<file path="src/pkg/uphyc_consts.svh">
// Notes on behaviour
// [RQ1] power word: data 7:0, valid 8, reset zero
// [RQ2] bit 18 disables pulldowns on both ports
// [RQ3] se0 auto-resume sets bit 13, software clears
// [RQ4] k auto-resume sets bit 12, software clears
// [RQ5] linestate change delayed two-power bits 11:8 clocks
// [RQ6] bit 7 selects hardware resume or polling
// [RQ7] bits 6:4 drive transceiver config pins
// [RQ8] reserved bits read zero, writes ignored
`ifndef UPHYC_CONSTS_SVH
`define UPHYC_CONSTS_SVH
`define UPHYC_OFF_PWR 8'h3C
`define UPHYC_OFF_PHY 8'h40
`define UPHYC_RST_WORD 32'h0000_0000
`define UPHYC_PWR_MASK 32'h0000_01FF
`define UPHYC_PHY_MASK 32'h0004_3FF0
`define UPHYC_BIT_PD 18
`define UPHYC_BIT_SE0 13
`define UPHYC_BIT_K 12
`define UPHYC_DEB_HI 11
`define UPHYC_DEB_LO 8
`define UPHYC_BIT_HWRES 7
`define UPHYC_CFG_HI 6
`define UPHYC_CFG_LO 4
`define UPHYC_LS_J 2'h1
`define UPHYC_LS_K 2'h2
`define UPHYC_LS_SE0 2'h0
`endif

</file>
<file path="src/pkg/uphyc_pkg.sv">
package uphyc_pkg;
  // line state as seen on the wire
  typedef logic [1:0] uphyc_ls_t;
  // suspend controller states
  typedef enum logic [1:0] {
    UPHYC_AWAKE = 2'b00,
    UPHYC_SUSP = 2'b01,
    UPHYC_WAKE = 2'b10
  } uphyc_st_t;
endpackage

</file>
<file path="src/pkg/uphyc_deb_if.sv">
`timescale 1ns/1ps
`default_nettype none
// carries linestate between top and debounce filter
interface uphyc_deb_if;
  import uphyc_pkg::*;
  uphyc_ls_t raw; // synchronised line
  logic [3:0] log2_len; // debounce exponent
  uphyc_ls_t filt; // filtered line
  modport filt_side (input raw, input log2_len, output filt);
  modport top_side (output raw, output log2_len, input filt);
endinterface
`default_nettype wire

</file>
<file path="src/design/uphyc_debounce.sv">
`timescale 1ns/1ps
`default_nettype none
`include "uphyc_consts.svh"
module uphyc_debounce (
  input wire logic i_clk,
  input wire logic i_nrst,
  uphyc_deb_if.filt_side d
);
  import uphyc_pkg::*;
  logic [15:0] cnt_q; // cycles raw has differed from filt_q
  uphyc_ls_t filt_q; // filtered output
  logic [15:0] len; // required stable length
  assign len = 16'h0001 << d.log2_len;
  assign d.filt = filt_q;
  // count while raw differs, update after the full delay
  always_ff @(posedge i_clk) begin
    if (!i_nrst) begin
      cnt_q <= 16'h0000;
      filt_q <= 2'h1;
    end else if (d.raw == filt_q) begin
      cnt_q <= 16'h0000;
    end else if (cnt_q + 16'h0001 >= len) begin // [RQ5]
      filt_q <= d.raw;
      cnt_q <= 16'h0000;
    end else begin
      cnt_q <= cnt_q + 16'h0001;
    end
  end
endmodule
`default_nettype wire

</file>
<file path="src/design/uphyc_regs.sv">
`timescale 1ns/1ps
`default_nettype none
`include "uphyc_consts.svh"
module uphyc_regs (
  input wire logic I_CLK,
  input wire logic I_NRST,
  input wire logic [7:0] I_ADDR,
  input wire logic [31:0] I_WDATA,
  input wire logic I_WR,
  input wire logic I_RD,
  output logic [31:0] O_RDATA,
  input wire uphyc_pkg::uphyc_ls_t I_LINESTATE,
  input wire logic I_SUSPENDED,
  output logic [7:0] O_PWR_DATA,
  output logic O_PWR_VALID,
  output logic O_PD_DIS_PORT_A,
  output logic O_PD_DIS_PORT_B,
  output logic [2:0] O_XCVR_CONFIG,
  output logic O_HW_RESUME_EN,
  output logic O_RESUME_REQ,
  output uphyc_pkg::uphyc_ls_t O_LINESTATE_FILT
);
  import uphyc_pkg::*;
  logic [31:0] pwr_q; // power signalling word
  logic [31:0] phy_q; // phy control word
  logic [31:0] rdata_q; // registered read data
  uphyc_ls_t ls_s1_q; // synchroniser stage one
  uphyc_ls_t ls_s2_q; // synchroniser stage two
  uphyc_st_t st_q; // suspend controller state
  logic set_se0; // se0 auto-resume event
  logic set_k; // k auto-resume event
  logic wr_pwr; // write hits power word
  logic wr_phy; // write hits phy word
  uphyc_deb_if deb ();
  assign wr_pwr = I_WR && (I_ADDR == `UPHYC_OFF_PWR);
  assign wr_phy = I_WR && (I_ADDR == `UPHYC_OFF_PHY);
  // linestate pin into clock domain
  always_ff @(posedge I_CLK) begin
    if (!I_NRST) begin
      ls_s1_q <= 2'h1;
      ls_s2_q <= 2'h1;
    end else begin
      ls_s1_q <= I_LINESTATE;
      ls_s2_q <= ls_s1_q;
    end
  end
  assign deb.raw = ls_s2_q;
  assign deb.log2_len = phy_q[`UPHYC_DEB_HI:`UPHYC_DEB_LO]; // [RQ5]
  uphyc_debounce u_deb (
    .i_clk(I_CLK),
    .i_nrst(I_NRST),
    .d(deb.filt_side)
  );
  assign O_LINESTATE_FILT = deb.filt;
  // power word storage, reserved bits masked
  always_ff @(posedge I_CLK) begin
    if (!I_NRST) begin
      pwr_q <= `UPHYC_RST_WORD; // [RQ1]
    end else if (wr_pwr) begin
      pwr_q <= I_WDATA & `UPHYC_PWR_MASK; // [RQ1] [RQ8]
    end
  end
  // suspend controller: wake on k or se0 when enabled
  always_ff @(posedge I_CLK) begin
    if (!I_NRST) begin
      st_q <= UPHYC_AWAKE;
    end else begin
      case (st_q)
        UPHYC_AWAKE: begin
          if (I_SUSPENDED && phy_q[`UPHYC_BIT_HWRES]) begin // [RQ6]
            st_q <= UPHYC_SUSP;
          end
        end
        UPHYC_SUSP: begin
          if (!phy_q[`UPHYC_BIT_HWRES]) begin // software polls instead
            st_q <= UPHYC_AWAKE;
          end else if (set_se0 || set_k) begin
            st_q <= UPHYC_WAKE;
          end
        end
        UPHYC_WAKE: begin
          if (!I_SUSPENDED) begin
            st_q <= UPHYC_AWAKE;
          end
        end
        default: begin
          st_q <= UPHYC_AWAKE;
        end
      endcase
    end
  end
  // wake events only while armed in hardware mode, so polling never sets flags
  assign set_se0 = (st_q == UPHYC_SUSP) && phy_q[`UPHYC_BIT_HWRES] &&
    (deb.filt == `UPHYC_LS_SE0);
  assign set_k = (st_q == UPHYC_SUSP) && phy_q[`UPHYC_BIT_HWRES] &&
    (deb.filt == `UPHYC_LS_K);
  // phy word storage, event set wins over clear
  always_ff @(posedge I_CLK) begin
    if (!I_NRST) begin
      phy_q <= `UPHYC_RST_WORD;
    end else begin
      if (wr_phy) begin
        phy_q <= I_WDATA & `UPHYC_PHY_MASK; // [RQ8]
      end
      if (set_se0) begin
        phy_q[`UPHYC_BIT_SE0] <= 1'b1; // [RQ3]
      end
      if (set_k) begin
        phy_q[`UPHYC_BIT_K] <= 1'b1; // [RQ4]
      end
    end
  end
  // read data one cycle after strobe, zero otherwise
  always_ff @(posedge I_CLK) begin
    if (!I_NRST) begin
      rdata_q <= 32'h0000_0000;
    end else if (I_RD && I_ADDR == `UPHYC_OFF_PWR) begin
      rdata_q <= pwr_q;
    end else if (I_RD && I_ADDR == `UPHYC_OFF_PHY) begin
      rdata_q <= phy_q;
    end else begin
      rdata_q <= 32'h0000_0000;
    end
  end
  assign O_RDATA = rdata_q;
  // outputs straight from register bits, resume request decoded from controller state
  assign O_PWR_DATA = pwr_q[7:0];
  assign O_PWR_VALID = pwr_q[8];
  assign O_PD_DIS_PORT_A = phy_q[`UPHYC_BIT_PD]; // [RQ2]
  assign O_PD_DIS_PORT_B = phy_q[`UPHYC_BIT_PD]; // [RQ2]
  assign O_XCVR_CONFIG = phy_q[`UPHYC_CFG_HI:`UPHYC_CFG_LO]; // [RQ7]
  assign O_HW_RESUME_EN = phy_q[`UPHYC_BIT_HWRES]; // [RQ6]
  assign O_RESUME_REQ = (st_q == UPHYC_WAKE); // [RQ6]
endmodule
`default_nettype wire

</file>
<file path="config.mk">
export PLATFORM = sky130hd
export DESIGN_NAME = uphyc_regs
export DESIGN_NICKNAME = d
export VERILOG_FILES = /design/src/pkg/uphyc_pkg.sv /design/src/pkg/uphyc_deb_if.sv /design/src/design/uphyc_debounce.sv /design/src/design/uphyc_regs.sv
export VERILOG_INCLUDE_DIRS = /design/src /design/src/pkg
export SDC_FILE = /design/constraint.sdc
export NUM_CORES = 1
export LEC_CHECK = 0
export BUFFER_PORTS_ARGS = -buffer_cell sky130_fd_sc_hd__buf_2
export CORE_MARGIN = 5
export CORE_UTILIZATION = 50
export DETAILED_ROUTE_END_ITERATION = 6
export MAX_ROUTING_LAYER = met4
export PLACE_DENSITY_LB_ADDON = 0.2
export SLEW_MARGIN = 30
export SYNTH_ARGS = -nofsm -noshare
export SYNTH_HDL_FRONTEND = slang
export SYNTH_SLANG_ARGS = --single-unit
</file>
<file path="constraint.sdc">
create_clock -name I_CLK -period 3.6 [get_ports I_CLK]
set_input_delay 0.36 -clock I_CLK [delete_from_list [all_inputs] [get_ports I_CLK]]
set_output_delay 0.36 -clock I_CLK [all_outputs]
set_load 0.02 [all_outputs]
</file>
==> key figures <==
Outcome
  • Status: finished, final reports clean

Critical path
  • Worst setup SP type: flop
  • Crit-path max cell delay: 0.50 ns
  • Worst r2r dst: u_deb.cnt_q[2]
  • Worst path depth: 10
  • Crit-path slowest cell: nor4_1
  • R2r setup slk: 0.45 ns
  • R2r startpoint: u_deb.cnt_q[2]
  • Critical path class: flop to flop
  • Required time worst endpoint: about 3.8 ns
  • Cell family with most CP delay: simple AND/OR/NAND/NOR gates
  • Worst Path Buf+Inv: 0
  • Crit-path cells: nand4_1, nor4_1, nand3_1, xnor2_1, ha_1, nand4_1, or3_1, nor4_1, or4_4, and2b_1
  • Critical Path End Type: flop
  • Worst Path Max Fanout: 16
  • Reg2reg path depth: 10
  • CP arrival: 3.37 ns

Worst hold path
  • Min-Delay Path Depth: 2
  • HP Class: input port to flop
  • Hold Crit Start: I_LINESTATE[0]
  • Hold endpoint: ls_s1_q[0]

Synth
  • Synth area leaders: dfxtp_1 (41%), mux2i_1 (8.1%), ha_1 (7.5%)
  • Cells after Synth: a little under 300
  • Ys Warns: 0
  • Largest area contributor in the netlist: dfxtp_1
  • Primary FF master, synth: dfxtp_1
  • Sequential-to-total area share from yosys stat: between 40% and 50%
  • Leading cell type by number of instances after synthesis: dfxtp_1
  • Synth Area in Simple Gates: between 20% and 30%
  • Post-synth top area share: 41.4%
  • Largest family of logic cells by synthesized area: simple AND/OR/NAND/NOR gates
  • Async SR Flop Fraction: 0%
  • Syn avg cell area: a little under 10 sq um
  • Count of cell types in the netlist: 33
  • XOR/XNOR Fraction of Synth Area: between 4 and 5%
  • Mapped Area: around 2900 sq um
  • Post-synth top cells: dfxtp_1 (59), nor2b_1 (28), mux2i_1 (23)
  • EDFF count, synth: 0
  • #FFs+latches synth: 59
  • Compound-Gate Fraction of Synth Area: 4.91%
  • Adder-Cell Fraction of Synth Area: roughly 7.5%
  • Post-synthesis mux area share: under 10%

Power and ir drop
  • Power Total: about 1.3 mW
  • Cell Pwr Density: 394 nW/um^2
  • Leakage: roughly 1.5 nW
  • Maximum vdd ir drop: approximately 0.25 mV

CTS
  • CTS tree: built
  • Cts hold-fix bufs: 0
  • CTS Sinks: 59
  • Post-CTS Repair Setup Buffers: 0
  • Clock Latency Late Sink: about 0.33 ns
  • Root buf cell: clkbuf_8
  • Num CTS Buffers: 9
  • H-tree level count: 3
  • Post-cts sizing count: 0
  • CTS Buffer Depth: 2
  • Clock-pin slew on the worst setup and hold paths: 0.07 ns

Global route
  • Gr usage total: approximately 16%
  • Antenna violations before repair: 0
  • Via count of the first global-routing pass: 2014
  • First-pass GRT wire length: roughly 9000 um
  • Largest net degree at the start of global routing: 33
  • Grt ovf: 0

Floorplanning
  • Core Area: between 5000 and 6000 sq um
  • Initial Util: 51.5%
  • Die width: about 86 um
  • Die area: around 7300 sq um
  • Chip Height: 85.5 um
  • Row count: 27
  • # IOs: slightly below 100

Detailed routing
  • Vias: about 2100
  • DR iter-0 viols: 110
  • First-pass DRT Iterations: 4
  • WL/cell: 12.8 um
  • Post-route DRC: 0
  • Post-route antenna net violation count: 0
  • Wirelength, routed: between 5000 and 6000 um
  • Via density: around 4.9

Timing
  • Worst-margin pin slew: between 0.7 and 0.8 ns
  • RSZ-0062 raised after global routing: false
  • Final setup margin: 0.455 ns
  • Period minus WS final: between 3 and 4 ns
  • Final period util: a little under 90%
  • Fmax: 318 MHz
  • Final slew viol count: 0
  • Clock Skews: a little over 0.007 ns
  • TNS Setup: 0 ns
  • Final Hold Vio Count: 0
  • Final setup violation count: 0
  • Worst slew margin: 48.5%

Final layout
  • Finished Core Util: between 50% and 60%
  • Multi-input gate area: between 1500 and 2000 sq um
  • Register area: about 1200 sq um
  • Number of fill cells: 511
  • Share of cells above drive strength 1: 25.3%
  • Inserted Diodes: 0
  • Final nets: 418
  • P&R area growth vs syn: 16.4%

Placement
  • Gp weighted congestion: 0.791
  • Setup slack at placement: about 0.44 ns
  • Hpwl dp: between 4000 and 5000 um
  • IO buf count: 62

Flow run
  • Max-Cap Viols: 0
## logic make-up (layout without fill, tap and decap cells)
logic type / Yosys count / after routing
and+or+nand+nor: 125 / 125
adders and majority gates: 17 / 17
other: 1 / 17
xor gates and xnor gates: 16 / 16
DFF: 59 / 59
muxes: 23 / 23
AOI/OAI and AO/OA: 20 / 20
buffers and inverters: 35 / 82
## per-stage QoR
step / instances / area, sq um / hold WS [ns]
after CTS: 431 / 3320 / 0.188
after floorplan: 312 / 2910 / 0.386
after detailed placement: 415 / 3120 / 0.398
after global placement: 415 / 3110 / 0.396
after global routing: 431 / 3320 / 0.189
final: 431 / 3320 / 0.205
## sequential cells by signal (all words and copies together), names as in the netlist
register      flops
O_RDATA          15
deb.raw           2
ls_s1_q           2
phy_q            11
pwr_q             9
st_q              2
u_deb.cnt_q      16
u_deb.d.filt      2
## layout make-up
class | instances | share of cell area (%)
clock inverters | 7 | 2.34
flip-flops and latches | 59 | 35.6
multi-input cells | 218 | 45.7
repair buffers | 63 | 9.57
inverters | 3 | 0.339
well taps | 72 | 2.71
clock buffers | 9 | 3.73
## how the worst max path moves through the flow
stage	from	end
after floorplan	u_deb.cnt_q[2]	u_deb.cnt_q[0]
after global placement	u_deb.cnt_q[2]	u_deb.cnt_q[4]
after detailed placement	u_deb.cnt_q[2]	u_deb.cnt_q[2]
after CTS	u_deb.cnt_q[2]	u_deb.cnt_q[2]
after global routing	u_deb.cnt_q[2]	u_deb.cnt_q[4]
final	u_deb.cnt_q[2]	u_deb.cnt_q[2]
## where the power goes
group / internal [mW] / total, mW / switching [mW]
Clock: 0.324 / 0.602 / 0.278
Sequential: 0.655 / 0.657 / 0.00195
Combinational: 0.0193 / 0.0496 / 0.0304
Total: 0.998 / 1.31 / 0.311
## cells in the final DEF (no fill, tap or decap), types with 3 or more instances in the layout
cell,count
buf_2,62
dfxtp_1,59
nor2b_1,28
mux2i_1,23
nand2_1,20
ha_1,17
conb_1,17
nand3_1,16
and2_1,13
xnor2_1,10
nor2_1,9
clkbuf_8,9
nor2b_2,8
nand4_1,7
xor2_1,6
a21oi_1,6
a22o_1,5
nor4_1,4
nor3_1,4
o21ai_0,4
nand2b_1,4
and2b_1,4
inv_1,3
clkinv_4,3
## per-layer routing
layer / track usage, % / wire (um) / share of wire [%] / vias to the layer above
li1: - / - / - / 1086
met1: 19.8 / 2530 / 46 / 948
met2: 24.7 / 2520 / 46 / 56
met3: 4.03 / 348 / 6.3 / 13
met4: 8.20 / 129 / 2.3 / 0
met5: - / 0 / 0 / -
Power figures use the tool's default switching activity.
